--- src/rtl/qpc_regs.svh ---
`ifndef QPC_REGS_SVH
`define QPC_REGS_SVH

// =====================================================================
// register offsets (byte addresses)
`define QPC_OFF_CTRL        12'h000
`define QPC_OFF_STAT        12'h004
`define QPC_OFF_SLOT0       12'h010

// =====================================================================
// field positions
`define QPC_CTRL_GRP_W      4
`define QPC_CTRL_USAGE_LSB  16
`define QPC_CTRL_ISO_BIT    20
`define QPC_STAT_FAULT_LSB  0
`define QPC_STAT_ENA_LSB    8
`define QPC_STAT_PIN_LSB    16

// =====================================================================
// reset values and codes
`define QPC_CTRL_RESET      32'h0000_0000
`define QPC_USAGE_FULL      4'h8
`define QPC_USAGE_ONE       4'h3
`define QPC_CNT_RESET       32'sh0000_0000
`define QPC_CNT_MAX         32'sh7fff_ffff
`define QPC_CNT_MIN         32'sh8000_0000

`endif
--- src/rtl/qpc_pkg.sv ---
package qpc_pkg;

    // =================================================================
    // counting modes of a channel group
    typedef enum logic [1:0] {
        QPC_MODE_OFF,
        QPC_MODE_INCR,
        QPC_MODE_PULSE,
        QPC_MODE_RSVD
    } qpc_mode_t;

    // per-group configuration nibble
    typedef struct packed {
        logic      falling;
        logic      invert;
        qpc_mode_t mode;
    } qpc_grp_cfg_t;

    // what a counter hands back
    typedef struct packed {
        logic signed [31:0] value;
        logic               fault;
    } qpc_cnt_out_t;

endpackage

--- src/rtl/qpc_counter.sv ---
// Local design decisions: the APB register port and the register addresses.
`timescale 1ns/1ps
`include "qpc_regs.svh"

// Summary of operation
// - each counter is signed 32 bit, range -2147483648 to 2147483647.
// - counting never stops; passing a limit loads the opposite limit.
// - software has no way to preset, load or change a counter.
// - incremental mode pairs two inputs of a group as phase A and B.
// - every rising and falling edge of both phases counts, four per period, except where both phases change at once.
// - direction comes from one phase's edge and the other phase's level.
// - a configuration bit inverts the decoded direction.
// - pulse mode counts rising or falling edges, as configured.
// - in pulse mode only the first input of a group counts.
// - incremental count appears in the first grouped input's slot.
// - the second grouped input's slot always reads zero.
// - pulse count appears in the slot of the pulse input.
// - eight inputs give four counters, three give one, otherwise none.
// - while the staged control has the iso bit set, control takes effect only at the module cycle tick; clearing it applies at once.
// - isochronous feedback is sampled at the input sample instant.
// - a transition with no phase offset raises an encoder fault.
module qpc_counter #(
    parameter int NUM_GROUPS = 4
) (
    input  wire logic                      pclk,
    input  wire logic                      presetn,
    input  wire logic                      ce,
    input  wire logic                      psel,
    input  wire logic                      penable,
    input  wire logic                      pwrite,
    input  wire logic [11:0]               paddr,
    input  wire logic [31:0]               pwdata,
    input  wire logic [3:0]                pstrb,
    output logic      [31:0]               prdata,
    output logic                           pready,
    output logic                           pslverr,
    input  wire logic [2*NUM_GROUPS-1:0]   in_pin,
    input  wire logic                      cycle_tick,
    input  wire logic                      input_sample_instant,
    output logic      [NUM_GROUPS-1:0]     encoder_fault_flag
);

    localparam int NUM_IN = 2 * NUM_GROUPS;

    // =================================================================
    // parameter check
    initial begin
        if (NUM_GROUPS < 1 || NUM_GROUPS > 4) begin
            $error("NUM_GROUPS must be 1 to 4");
        end
    end

    // =================================================================
    // declarations
    logic [NUM_IN-1:0]          sync1;
    logic [NUM_IN-1:0]          sync2;
    logic [31:0]                ctrl;
    logic [31:0]                active;
    logic [NUM_GROUPS-1:0]      grp_allowed;
    logic [NUM_GROUPS-1:0]      fault_sticky;
    logic [NUM_GROUPS-1:0]      snap_fault;
    logic signed [31:0]         snap_cnt [NUM_GROUPS];
    qpc_pkg::qpc_cnt_out_t      cnt [NUM_GROUPS];
    qpc_pkg::qpc_grp_cfg_t      gcfg [NUM_GROUPS];
    logic [3:0]                 usage;
    logic                       iso;
    logic                       rd_valid;
    logic                       slverr_q;
    logic                       wr_fire;
    logic                       load;
    logic                       is_ctrl;
    logic                       is_stat;
    logic                       is_slot;
    logic [3:0]                 slot_idx;
    logic [31:0]                next_rdata;
    logic                       next_err;
    logic [NUM_GROUPS-1:0]      stat_clear;
    logic [31:0]                stat_word;

    // =================================================================
    // input synchronisers
    genvar gi;
    generate
        for (gi = 0; gi < NUM_IN; gi++) begin : g_sync
            always_ff @(posedge pclk or negedge presetn) begin
                if (!presetn) begin
                    sync1[gi] <= 1'b0;
                    sync2[gi] <= 1'b0;
                end else if (ce) begin
                    sync1[gi] <= in_pin[gi];
                    sync2[gi] <= sync1[gi];
                end
            end
        end
    endgenerate

    // =================================================================
    // apb decode
    assign pready  = ce & rd_valid;
    assign pslverr = pready & slverr_q;
    assign wr_fire = psel & penable & pwrite & pready;
    assign load    = ce & psel & ~(penable & pready);

    assign is_ctrl  = (paddr == `QPC_OFF_CTRL);
    assign is_stat  = (paddr == `QPC_OFF_STAT);
    assign slot_idx = 4'((paddr - `QPC_OFF_SLOT0) >> 2);
    assign is_slot  = (paddr >= `QPC_OFF_SLOT0) && (paddr[1:0] == 2'b00)
                      && ((paddr - `QPC_OFF_SLOT0) < 12'(4 * NUM_IN));

    // =================================================================
    // answer flops, loaded in setup or while waiting
    always_ff @(posedge pclk or negedge presetn) begin
        if (!presetn) begin
            rd_valid <= 1'b0;
        end else if (ce) begin
            rd_valid <= psel & ~(penable & pready);
        end
    end

    always_ff @(posedge pclk or negedge presetn) begin
        if (!presetn) begin
            prdata   <= 32'h0000_0000;
            slverr_q <= 1'b0;
        end else if (load) begin
            prdata   <= pwrite ? 32'h0000_0000 : next_rdata;
            slverr_q <= next_err;
        end
    end

    // =================================================================
    // control register, staged by software
    always_ff @(posedge pclk or negedge presetn) begin
        if (!presetn) begin
            ctrl <= `QPC_CTRL_RESET;
        end else if (wr_fire && is_ctrl) begin
            for (int b = 0; b < 4; b++) begin
                if (pstrb[b]) begin
                    ctrl[8*b +: 8] <= pwdata[8*b +: 8];
                end
            end
        end
    end

    // =================================================================
    // active control, applied at the module cycle in iso mode
    always_ff @(posedge pclk or negedge presetn) begin
        if (!presetn) begin
            active <= `QPC_CTRL_RESET;
        end else if (ce && (!ctrl[`QPC_CTRL_ISO_BIT] || cycle_tick)) begin
            active <= ctrl;
        end
    end

    assign iso   = active[`QPC_CTRL_ISO_BIT];
    assign usage = active[`QPC_CTRL_USAGE_LSB +: 4];

    // =================================================================
    // counters available for the input usage
    always_comb begin
        grp_allowed = '0;
        for (int g = 0; g < NUM_GROUPS; g++) begin
            if (usage == `QPC_USAGE_FULL) begin
                grp_allowed[g] = 1'b1;
            end else if (usage == `QPC_USAGE_ONE) begin
                grp_allowed[g] = (g == 0);
            end
        end
    end

    // =================================================================
    // per-group decoders
    generate
        for (gi = 0; gi < NUM_GROUPS; gi++) begin : g_cnt
            assign gcfg[gi] = qpc_pkg::qpc_grp_cfg_t'(active[4*gi +: 4]);

            qpc_decoder u_dec (
                .pclk    (pclk),
                .presetn (presetn),
                .ce      (ce),
                .phase_a (sync2[2*gi]),
                .phase_b (sync2[2*gi+1]),
                .enable  (grp_allowed[gi]),
                .cfg     (gcfg[gi]),
                .result  (cnt[gi])
            );
        end
    endgenerate

    // =================================================================
    // sticky encoder fault, write one to clear, set wins
    always_comb begin
        stat_clear = '0;
        if (wr_fire && is_stat && pstrb[0]) begin
            stat_clear = pwdata[`QPC_STAT_FAULT_LSB +: NUM_GROUPS];
        end
    end

    generate
        for (gi = 0; gi < NUM_GROUPS; gi++) begin : g_flt
            always_ff @(posedge pclk or negedge presetn) begin
                if (!presetn) begin
                    fault_sticky[gi] <= 1'b0;
                end else if (ce) begin
                    if (cnt[gi].fault) begin
                        fault_sticky[gi] <= 1'b1;
                    end else if (stat_clear[gi]) begin
                        fault_sticky[gi] <= 1'b0;
                    end
                end
            end
        end
    endgenerate

    // =================================================================
    // feedback snapshot at the input sample instant
    always_ff @(posedge pclk or negedge presetn) begin
        if (!presetn) begin
            for (int g = 0; g < NUM_GROUPS; g++) begin
                snap_cnt[g] <= `QPC_CNT_RESET;
            end
            snap_fault <= '0;
        end else if (ce && input_sample_instant) begin
            for (int g = 0; g < NUM_GROUPS; g++) begin
                snap_cnt[g] <= cnt[g].value;
            end
            snap_fault <= fault_sticky;
        end
    end

    assign encoder_fault_flag = iso ? snap_fault : fault_sticky;

    // =================================================================
    // read mux; value slots are read only
    always_comb begin
        stat_word = 32'h0000_0000;
        stat_word[`QPC_STAT_FAULT_LSB +: NUM_GROUPS] = encoder_fault_flag;
        stat_word[`QPC_STAT_ENA_LSB +: NUM_GROUPS]   = grp_allowed;
        stat_word[`QPC_STAT_PIN_LSB +: NUM_IN]       = sync2;
    end

    always_comb begin
        next_rdata = 32'h0000_0000;
        next_err   = 1'b0;
        if (is_ctrl) begin
            next_rdata = ctrl;
        end else if (is_stat) begin
            next_rdata = stat_word;
        end else if (is_slot) begin
            next_err = pwrite;
            for (int g = 0; g < NUM_GROUPS; g++) begin
                if (slot_idx == 4'(2*g) && grp_allowed[g]
                    && gcfg[g].mode != qpc_pkg::QPC_MODE_OFF
                    && gcfg[g].mode != qpc_pkg::QPC_MODE_RSVD) begin
                    next_rdata = iso ? snap_cnt[g] : cnt[g].value;
                end
            end
        end else begin
            next_err = 1'b1;
        end
    end

    // =================================================================
    // checks
    property p_slot_zero;
        @(posedge pclk) disable iff (!presetn)
        (pready && psel && penable && !pwrite && is_slot && slot_idx[0]) |-> prdata == 32'h0;
    endproperty
    a_slot_zero: assert property (p_slot_zero) else $error("second slot not zero");

    property p_no_write;
        @(posedge pclk) disable iff (!presetn)
        (wr_fire && is_slot) |-> pslverr
            ##1 ($stable(cnt[0].value) || $past(g_cnt[0].u_dec.step));
    endproperty
    a_no_write: assert property (p_no_write) else $error("slot write accepted");

    property p_iso_hold;
        @(posedge pclk) disable iff (!presetn)
        (ce && ctrl[`QPC_CTRL_ISO_BIT] && !cycle_tick) |=> active == $past(active);
    endproperty
    a_iso_hold: assert property (p_iso_hold) else $error("control applied off cycle");

    property p_snap;
        @(posedge pclk) disable iff (!presetn)
        (ce && input_sample_instant) |=> snap_cnt[0] == $past(cnt[0].value);
    endproperty
    a_snap: assert property (p_snap) else $error("snapshot missed count");

    property p_usage;
        @(posedge pclk) disable iff (!presetn)
        (usage != `QPC_USAGE_FULL && usage != `QPC_USAGE_ONE) |-> grp_allowed == '0;
    endproperty
    a_usage: assert property (p_usage) else $error("counter on bad usage");

    property p_answer;
        @(posedge pclk) disable iff (!presetn)
        (ce && psel && !penable) ##1 (ce && penable) |-> pready;
    endproperty
    a_answer: assert property (p_answer) else $error("access phase not answered");

endmodule // qpc_counter

--- src/rtl/qpc_decoder.sv ---
`timescale 1ns/1ps
`include "qpc_regs.svh"

module qpc_decoder (
    input  wire logic                 pclk,
    input  wire logic                 presetn,
    input  wire logic                 ce,
    input  wire logic                 phase_a,
    input  wire logic                 phase_b,
    input  wire logic                 enable,
    input  qpc_pkg::qpc_grp_cfg_t     cfg,
    output qpc_pkg::qpc_cnt_out_t     result
);

    logic               a_q;
    logic               b_q;
    logic signed [31:0] count;
    logic               fault_q;
    logic               a_chg;
    logic               b_chg;
    logic               incr;
    logic               step;
    logic               up;

    assign a_chg = phase_a ^ a_q;
    assign b_chg = phase_b ^ b_q;
    assign incr  = enable && (cfg.mode == qpc_pkg::QPC_MODE_INCR);

    // =================================================================
    // edge evaluation
    always_comb begin
        step = 1'b0;
        up   = 1'b1;
        if (incr) begin
            step = a_chg ^ b_chg;
            up   = (a_chg ? (phase_a ^ phase_b) : ~(phase_a ^ phase_b)) ^ cfg.invert;
        end else if (enable && cfg.mode == qpc_pkg::QPC_MODE_PULSE) begin
            step = cfg.falling ? (a_q & ~phase_a) : (~a_q & phase_a);
            up   = ~cfg.invert;
        end
    end

    // =================================================================
    // state
    always_ff @(posedge pclk or negedge presetn) begin
        if (!presetn) begin
            a_q <= 1'b0;
            b_q <= 1'b0;
        end else if (ce) begin
            a_q <= phase_a;
            b_q <= phase_b;
        end
    end

    always_ff @(posedge pclk or negedge presetn) begin
        if (!presetn) begin
            count <= `QPC_CNT_RESET;
        end else if (ce && step) begin
            count <= up ? count + 32'sd1 : count - 32'sd1;
        end
    end

    always_ff @(posedge pclk or negedge presetn) begin
        if (!presetn) begin
            fault_q <= 1'b0;
        end else if (ce) begin
            fault_q <= incr & a_chg & b_chg;
        end
    end

    assign result.value = count;
    assign result.fault = fault_q;

    // =================================================================
    // checks
    property p_step;
        @(posedge pclk) disable iff (!presetn)
        1'b1 |=> (count == $past(count)) || (count == $past(count) + 32'sd1)
                 || (count == $past(count) - 32'sd1);
    endproperty
    a_step: assert property (p_step) else $error("count moved by more than one");

    property p_both;
        @(posedge pclk) disable iff (!presetn)
        (ce && incr && a_chg && b_chg) |=> (count == $past(count)) && fault_q;
    endproperty
    a_both: assert property (p_both) else $error("double change not ignored");

    property p_wrap;
        @(posedge pclk) disable iff (!presetn)
        (ce && step && up && count == `QPC_CNT_MAX) |=> count == `QPC_CNT_MIN;
    endproperty
    a_wrap: assert property (p_wrap) else $error("no wrap at upper limit");

    property p_quad;
        @(posedge pclk) disable iff (!presetn)
        (ce && incr && !cfg.invert && !a_q && phase_a && !b_chg && !phase_b)
            |=> count == $past(count) + 32'sd1;
    endproperty
    a_quad: assert property (p_quad) else $error("rising A with B low not up");

endmodule // qpc_decoder

--- config.mk ---
export PLATFORM = sky130hd
export DESIGN_NAME = qpc_counter
export DESIGN_NICKNAME = d
export VERILOG_FILES = /design/src/rtl/qpc_pkg.sv /design/src/rtl/qpc_counter.sv /design/src/rtl/qpc_decoder.sv
export VERILOG_INCLUDE_DIRS = /design/src /design/src/rtl
export SDC_FILE = /design/constraint.sdc
export NUM_CORES = 1
export LEC_CHECK = 0
export BUFFER_PORTS_ARGS = -buffer_cell sky130_fd_sc_hd__buf_2
export CORE_UTILIZATION = 50
export CTS_CLUSTER_DIAMETER = 100
export DETAILED_ROUTE_END_ITERATION = 8
export GPL_TIMING_DRIVEN = 0
export MAX_ROUTING_LAYER = met4
export PLACE_DENSITY = 0.67
export RECOVER_POWER = 100
export SLEW_MARGIN = 20
export SYNTH_ARGS = -nofsm -noshare
export SYNTH_HDL_FRONTEND = slang
export SYNTH_SLANG_ARGS = --single-unit
export TNS_END_PERCENT = 50
--- constraint.sdc ---
create_clock -name pclk -period 7.2 [get_ports pclk]
set_input_delay 1.08 -clock pclk [delete_from_list [all_inputs] [get_ports pclk]]
set_output_delay 1.08 -clock pclk [all_outputs]
set_load 0.02 [all_outputs]
==> results of run 1 <==
==> final cells by class <==
class	instances	area, µm²
buffer	137	532
timing repair buffer	107	556
tap	600	751
clock buffer	57	1240
inverter	32	120
sequential	379	9480
multi-input combinational	1771	12700
fill	4028	19500
antenna	1	2.50
clock inverter	24	380
==> per-stage QoR <==
| stage | cells | hold slack, ps | setup WS, ps |
|---|---|---|---|
| after detailed placement | 3026 | 475 | 1850 |
| after CTS | 3107 | 373 | 1790 |
| final | 3108 | 490 | 1120 |
| after floorplan | 2319 | 443 | 2000 |
| after global routing | 3108 | 515 | 701 |
| after global placement | 3019 | 461 | -2560 |
==> state kept, by name, indices dropped and copies added (netlist names) <==
name                 flops
g_cnt.u_dec.count      128
snap_cnt               128
ctrl                    32
prdata                  32
active                  21
stat_word                8
sync1                    8
fault_sticky             4
g_cnt.u_dec.a_q          4
g_cnt.u_dec.b_q          4
g_cnt.u_dec.fault_q      4
snap_fault               4
rd_valid                 1
slverr_q                 1
==> power groups by stage <==
stage               Sequential [µW]  Combinational, µW  Clock (µW)
floorplan                      2210                169           0
global placement               2210                277           0
detailed placement             2210                289           0
CTS                            2180                290        2530
global route                   2180                310        2610
finish                         2180                284        2490
==> cell usage in the layout (no fill, tap or decap), types with 9 or more instances in the layout <==
cell type | Yosys | routed
nor2b_1 | 15 | 15
inv_1 | 30 | 30
clkbuf_8 | 0 | 9
a22o_1 | 27 | 27
o22ai_1 | 43 | 43
xnor2_1 | 75 | 75
o21a_1 | 16 | 16
nand2_1 | 216 | 216
dfrtp_1 | 379 | 379
or3_1 | 14 | 14
nor2_1 | 175 | 175
a211oi_1 | 28 | 29
a21oi_1 | 134 | 135
a21o_1 | 45 | 45
mux2_2 | 214 | 213
xor2_1 | 55 | 55
nor3_1 | 34 | 34
nand2b_1 | 19 | 19
ha_1 | 103 | 103
a31oi_1 | 9 | 9
clkbuf_1 | 103 | 158
clkbuf_16 | 0 | 44
nand4_1 | 18 | 18
nand3_1 | 37 | 37
o31ai_1 | 13 | 13
buf_1 | 19 | 12
o21ai_0 | 168 | 176
nor4_1 | 17 | 18
mux2i_1 | 135 | 135
buf_2 | 11 | 72
and3_1 | 14 | 14
==> worst register-to-register path: cells and delay by family, from the launching register on <==
kind | cells | cell delay, ps
buf+inv | 1 | 1020
xor+xnor | 3 | 470
flops | 1 | 440
compound gates | 8 | 2450
simple gates | 3 | 850
fa+ha+maj | 2 | 800
==> logic make-up (layout without fill, tap and decap cells) <==
kind of cell / after synthesis / after routing / share of synthesized area [%]
DFF: 379 / 379 / 41.3
adders and majority gates: 106 / 106 / 5.88
xor gates and xnor gates: 131 / 131 / 5.06
and+or+nand+nor: 605 / 605 / 12.3
other: 0 / 1 / 0
buffers and inverters: 169 / 357 / 2.95
AOI/OAI and AO/OA: 579 / 579 / 16.0
muxes: 350 / 350 / 16.5
==> per-layer routing <==
metal | vias to the layer above | wire, µm
met1 | 9206 | 27900
met4 | 0 | 3370
met3 | 174 | 4660
met2 | 672 | 30400
met5 | - | 0
li1 | 8718 | -
==> final timing paths <==
path,from,end,slack [ps]
worst max-delay path,stat_word[22],g_cnt[3].u_dec.count[31],1120
worst min-delay path,prdata[18],prdata[18],490
min in group asynchronous,presetn,g_cnt[0].u_dec.count[22],1120
worst max register to register,stat_word[22],g_cnt[3].u_dec.count[31],1120
worst min register to register,prdata[18],prdata[18],490
max in group asynchronous,presetn,g_cnt[3].u_dec.count[30],2720
==> flow_summary.toml, run 1 <==
[run_status]
outcome = "complete, but fails checks"
violations = "capacitance limit, slew limit"

[worst_setup_path]
r2r_cells = 17
critPathMaxFanout = 24
crit_family = "compound AO/OA/AOI/OAI gates"
critPathBufInv = 1
path_cells = "ha_1, xnor2_1, xnor2_1, a22oi_1, nor2_1, clkbuf_1, ha_1, a211oi_1, nor2_1, o21a_1, a221oi_1, a21oi_1, a211oi_1, o31ai_1, a211o_1, nand3_1, xor2_1"
cp-start-kind = "flip-flop"
cp_slowest_stage_delay_ps = 1020
critPathKind = "reg -> reg"
critPathArrivalTime_ps = 6620
crit_cells = 17
cp_slowest_cell = "clkbuf_1"
worst_ep_required_time_ps = 7740
endpoint_kind = "flip-flop"

[timing]
drv_slew = 230
fin_skew_ps = 42.3
worst_pin_slew_ps = 2500
min_period_ps = 6080
grt_setup_unrepaired = "false"
final.period_utilization_pct = 84.4
report.final.hold_viol_count = 0
timing.fmax_ghz = 0.165
fin_tns_setup_ps = 0
max-slew-margin-rel_pct = -66.9
setup_viol = 0

[yosys]
seq_area_frac_synth_pct = 41.3
yosysTopAreaCellShare_pct = 41.3
synthMostInstantiatedCell = "dfrtp_1"
netlist_top_cells_area = "dfrtp_1, mux2_2, mux2i_1, ha_1, o21ai_0"
async_reset_ff_share_pct = 100
syn_inst = 2319
synth_commonest_cells = "dfrtp_1, nand2_1, mux2_2"
synth_ff_type = "dfrtp_1"
yosys_warnings = 0
syn-cell-area_mm2 = 0.0230
synth_edf_count = 0
ys_types = 91
syn-num-nets = 2489
yosys.area.top_type = "dfrtp_1"
ys_seq_elements = 379
synth_area_per_cell_um2 = 9.90

[clock_network]
hold_buffers = 0
numCtsBuffers = 44
cts_sinks = 379
ctsRootBufferMaster = "clkbuf_16"
postCtsSetupBuffers = 0
cts_max_level = 2
path_clk_slew_ps = 60
clk_path_buf_depth = 3
cts_resized = 0
clock_latency_ps = 610
cts_tree = "yes"

[detailed_routing]
first_iter_violations = 1314
via_count = 18800
viasPerCell = 6.04
ant_nets = 0
firstDrtPassIters = 6
post-route-drc-count = 0
wire_per_inst_um = 21.3
wl_mm = 66.2

[finish]
drive_above_1_share_pct = 15.5
final_area_mm2 = 0.0258
syn_to_final_growth_pct = 12.5
fin_nets = 2642
fin_util_pct = 57.0

[grt]
grt_pass1_vias = 18500
grt_use_met1_pct = 36.1
grt_pass1_wl_mm = 103
grt.overflow.total = 0
met2_usage_pct = 44.8
grt.busiest_layer = "met2"
grt_start_max_net_pins = 97
groute.usage.overall_pct = 29.2
antenna_found_initial = 1
met3_usage_pct = 6.91

[floorplanning]
core_mm2 = 0.0453
start_util_pct = 50.7
rows = 78
die_x_um = 216
die_area_mm2 = 0.0468
die_h_um = 216
ios = 102

[placement]
hpwl_mm = 49.6
portBuffers = 100
placed_area_mm2 = 0.0244
place_congestion = 0.962

[run]
maxCapViolations = 3

[power]
p_sw_share_pct = 23.6
ir_worst_vdd_uv = 180
p_seq_share_pct = 44.0
p_per_area_mw_per_mm2 = 192
cellLeakagePower_uw = 0.0119
p_total_uw = 4950
pwr-share-clk_pct = 50.3
p_int_uw = 3780
pwr-share-comb_pct = 5.7
p_switching_uw = 1170

[min_path]
min_path_cells = 2
min_path_type = "reg -> reg"
Note: power is estimated with default switching activity, not from simulation.
==> run 2: changes to the inputs <==
PLACE_DENSITY = 0.69   (was 0.67)
clock period = 5.5 ns   (was 7.2 ns; I/O delays follow)
==> flow_summary.toml, run 2 (synthesis gave the netlist of run 1 again) <==
[run_status]
outcome = "complete, but fails checks"
violations = "capacitance limit, slew limit"

[finish]
antenna_cells = 0
syn_to_final_growth_pct = 12.6
drive_above_1_share_pct = 15.5
fin_util_pct = 57.1
layout_common_cells = "dfrtp_1, nand2_1, mux2_2"
layout_top_registers = "g_cnt.u_dec.count (128), snap_cnt (128)"
fin_nets = 2641
final_common_cell = "dfrtp_1"

[worst_setup_path]
r2r_slack_ps = 170
cp-start-kind = "flip-flop"
critPathKind = "reg -> reg"
critPathArrivalTime_ps = 5840
r2r-end = "g_cnt[2].u_dec.count[25]"
r2r_cells = 20
setup.worst_path.end = "g_cnt[2].u_dec.count[25]"
critPathMaxFanout = 18
cp-startpoint = "stat_word[20]"
reg2reg_from = "stat_word[20]"
endpoint_kind = "flip-flop"
worst_ep_required_time_ps = 6010

[detailed_routing]
wire_per_inst_um = 21.4
first_iter_violations = 1608
firstDrtPassIters = 5
viasPerCell = 6.09
via_count = 18900
ant_nets = 0
post-route-drc-count = 0
wl_mm = 66.3

[timing]
hold_ws_ps = 459
worst_pin_slew_ps = 2110
fin_skew_ps = 34.7
setup_viol = 0
timing.fmax_ghz = 0.188
grt_setup_unrepaired = "false"
max-slew-margin-rel_pct = -40.7
min_period_ps = 5330
drv_slew = 170
final.period_utilization_pct = 96.9
report.final.hold_viol_count = 0
fin_tns_setup_ps = 0

[power]
p_switching_uw = 1500
pwr-share-comb_pct = 5.7
ir_worst_vdd_uv = 232
p_per_area_mw_per_mm2 = 252
cellLeakagePower_uw = 0.0119
p_sw_share_pct = 22.9
pwr-share-clk_pct = 50.6
p_int_uw = 5030
p_total_uw = 6520
p_seq_share_pct = 43.7

[min_path]
min-delay-start = "pwdata[15]"
min_path_type = "in -> reg"

[floorplanning]
ios = 102
start_util_pct = 50.7
die_h_um = 216
rows = 78
die_x_um = 216
core_mm2 = 0.0453
die_area_mm2 = 0.0468

[clock_network]
clk_path_buf_depth = 3
postCtsSetupBuffers = 0
path_clk_slew_ps = 60
cts_tree = "yes"
cts_max_level = 2
cts_sinks = 379
hold_buffers = 0
numCtsBuffers = 44
cts_resized = 0
clock_latency_ps = 600
ctsRootBufferMaster = "clkbuf_16"

[grt]
groute.usage.overall_pct = 29.2
antenna_found_initial = 0
grt_pass1_wl_mm = 104
grt_pass1_vias = 18500
grt.overflow.total = 0
grt_start_max_net_pins = 100

[run]
maxCapViolations = 3

[placement]
place_congestion = 0.957
portBuffers = 100
hpwl_mm = 49.4
-- run 2: metrics by stage --
step | instances | setup WS [ps] | cell area [µm²]
finish | 3104 | 168 | 25900
detailed placement | 3026 | 221 | 24400
global route | 3104 | 5.00 | 25900
floorplan | 2319 | 304 | 23000
CTS | 3105 | 158 | 26100
global placement | 3019 | -3920 | 24200
-- run 2: how the worst min path moves through the flow --
stage / end / slack (ps) / cells after the start
after floorplan: slverr_q / 440 / 2
after global placement: prdata[3] / 460 / 2
after detailed placement: prdata[16] / 460 / 2
after CTS: g_cnt[0].u_dec.count[25] / 90 / 1
after global routing: ctrl[12] / 460 / 2
final: ctrl[15] / 460 / 2
-- run 2: power groups by stage --
stage / logic, µW / clock network (µW) / registers, µW
after floorplan: 222 / 0 / 2890
after global placement: 359 / 0 / 2900
after detailed placement: 378 / 0 / 2900
after CTS: 382 / 3350 / 2850
after global routing: 403 / 3460 / 2850
final: 369 / 3300 / 2850
-- run 2: critical path: stages, from the launching register on --
cell and delay [ps]:
dfrtp_1 470, ha_1 370, xnor2_1 230, xnor2_1 180, inv_1 60, o21ai_0 160, a21oi_1 190, nor2_4 510
buf_16 230, ha_1 240, clkbuf_1 200, and3_1 230, a221o_1 330, a31oi_1 140, o21ai_1 170, a22oi_1 300
o21ai_1 220, o21a_1 240, o21a_1 180, or4b_1 500, nand3_1 100
-- run 2: per-layer routing --
metal,track usage (%),vias up,wire length (µm)
li1,-,8718,-
met1,38.1,9392,28400
met2,46.7,667,31400
met3,3.35,128,3910
met4,11.2,0,2590
met5,-,-,0
-- run 2: layout make-up --
type	count	area, µm²
sequential	379	9480
inverter	32	120
buffer	136	533
fill	3993	19400
timing repair buffer	107	556
tap	600	751
clock buffer	61	1280
multi-input combinational	1771	12800
clock inverter	18	364
==> run 3: changes to the inputs <==
GPL_TIMING_DRIVEN = unset   (was 0)
MAX_ROUTING_LAYER = unset   (was met4)
==> flow_summary.toml, run 3 (synthesis gave the netlist of run 1 again) <==
[clock_network]
hold_buffers = 0
cts_resized = 0
path_clk_slew_ps = 60
clk_path_buf_depth = 3
numCtsBuffers = 43
ctsRootBufferMaster = "clkbuf_16"
cts_sinks = 379
cts_tree = "yes"
clock_latency_ps = 580
cts_max_level = 2
postCtsSetupBuffers = 0

[run_status]
outcome = "complete, but fails checks"
violations = "capacitance limit, slew limit"

[timing]
worst_pin_slew_ps = 3280
fin_skew_ps = 22.8
timing.final.ws_setup_ps = 518
drv_slew = 421
min_period_ps = 4980
timing.fmax_ghz = 0.201
report.final.hold_viol_count = 0
final.period_utilization_pct = 90.6
grt_setup_unrepaired = "false"
setup_viol = 0
fin_tns_setup_ps = 0
hold_ws_ps = 470
max-slew-margin-rel_pct = -119

[power]
p_switching_uw = 1430
pwr-share-clk_pct = 47.2
cellLeakagePower_uw = 0.0117
pwr-share-comb_pct = 5.7
p_sw_share_pct = 23.5
ir_worst_vdd_uv = 238
p_int_uw = 4630
p_per_area_mw_per_mm2 = 240
p_seq_share_pct = 47.1

[placement]
hpwl_mm = 42.2
place_ws_ps = 756
dp_cells = 2918
place_congestion = 0.951
portBuffers = 101

[floorplanning]
die_h_um = 216
die_x_um = 216
ios = 102
rows = 78
core_mm2 = 0.0453
start_util_pct = 50.7
die_area_mm2 = 0.0468

[worst_setup_path]
critPathMaxFanout = 67
r2r-end = "g_cnt[3].u_dec.count[29]"
r2r_cells = 17
critPathArrivalTime_ps = 5430
reg2reg_from = "g_cnt[3].u_dec.a_q"
critPathKind = "in -> reg"
r2r_slack_ps = 580
endpoint_kind = "flip-flop"
cp-start-kind = "input pin"
worst_ep_required_time_ps = 5950

[finish]
drive_above_1_share_pct = 16.3
finalNonFillerCells = 2993
antenna_cells = 0
final_common_cell = "dfrtp_1"
layout_common_cells = "dfrtp_1, nand2_1, mux2_2"
syn_to_final_growth_pct = 9.83
layout_top_registers = "g_cnt.u_dec.count (128), snap_cnt (128)"
fin_nets = 2533

[min_path]
whs_endpoint = "ctrl[27]"
min_path_cells = 2
min_path_type = "in -> reg"
min-delay-start = "pwdata[27]"

[detailed_routing]
viasPerCell = 6.00
post-route-drc-count = 0
wl_mm = 58.8
wire_per_inst_um = 19.7
ant_nets = 0
first_iter_violations = 1541
via_count = 18000
firstDrtPassIters = 6

[grt]
grt_pass1_vias = 17700
groute.usage.overall_pct = 25.4
antenna_found_initial = 0
grt_start_max_net_pins = 164
grt_pass1_wl_mm = 95.2
grt.overflow.total = 0

[run]
maxCapViolations = 8
==> run 3: changes by cell type in the layout (fill, tap and decap cells not counted), moves of 3 or more <==
cell and delta:
clkinv_2 +3, buf_4 +16, bufinv_16 -7, clkbuf_1 -102, buf_1 -10, buf_2 -4
==> run 3: worst max path at each step <==
stage,start,end,slack [ps],cells past startpoint
2_1_floorplan,stat_word[20],g_cnt[2].u_dec.count[25],300,19
3_3_place_gp,stat_word[20],g_cnt[2].u_dec.count[25],840,18
3_5_place_dp,stat_word[20],g_cnt[2].u_dec.count[25],760,18
4_1_cts,stat_word[20],g_cnt[2].u_dec.count[25],720,18
5_1_grt,g_cnt[3].u_dec.a_q,g_cnt[3].u_dec.count[29],120,17
6_report,ce,snap_cnt[120],520,4
==> run 3: metal layers <==
metal  share of wire [%]  GRT usage (%)
met1                  44           34.6
met2                  48           42.0
met3                 4.9           3.12
met4                 2.7           8.26
met5                   0              0
==> run 3: area by class of cell <==
class	instances	area (µm²)
Clock inverter	12	131
Sequential cell	379	9480
Tap cell	600	751
Inverter	32	120
Clock buffer	63	1250
Fill cell	3998	20100
Timing Repair Buffer	136	694
Multi-Input combinational cell	1771	12800
==> run 3: power by group through the flow <==
stage | clock network, µW | logic, µW | registers [µW]
2_1_floorplan | 0 | 222 | 2890
3_5_place_dp | 0 | 349 | 2910
3_3_place_gp | 0 | 343 | 2900
4_1_cts | 2920 | 351 | 2860
6_report | 2860 | 343 | 2860
5_1_grt | 3020 | 380 | 2860
==> run 3: critical path, cell delays in order <==
cell and delay [ps]:
clkbuf_1 910, nand2_1 2300, buf_2 970, mux2_2 360
==> run 3: through the flow <==
| step | power, µW | utilization [%] | instance area (µm²) |
|---|---|---|---|
| 2_1_floorplan | 3110 | - | 23000 |
| 3_3_place_gp | 3250 | 53.1 | 24000 |
| 3_5_place_dp | 3260 | 53.1 | 24000 |
| 4_1_cts | 6120 | 56.1 | 25400 |
| 5_1_grt | 6260 | 55.7 | 25200 |
| 6_report | 6060 | 55.7 | 25200 |
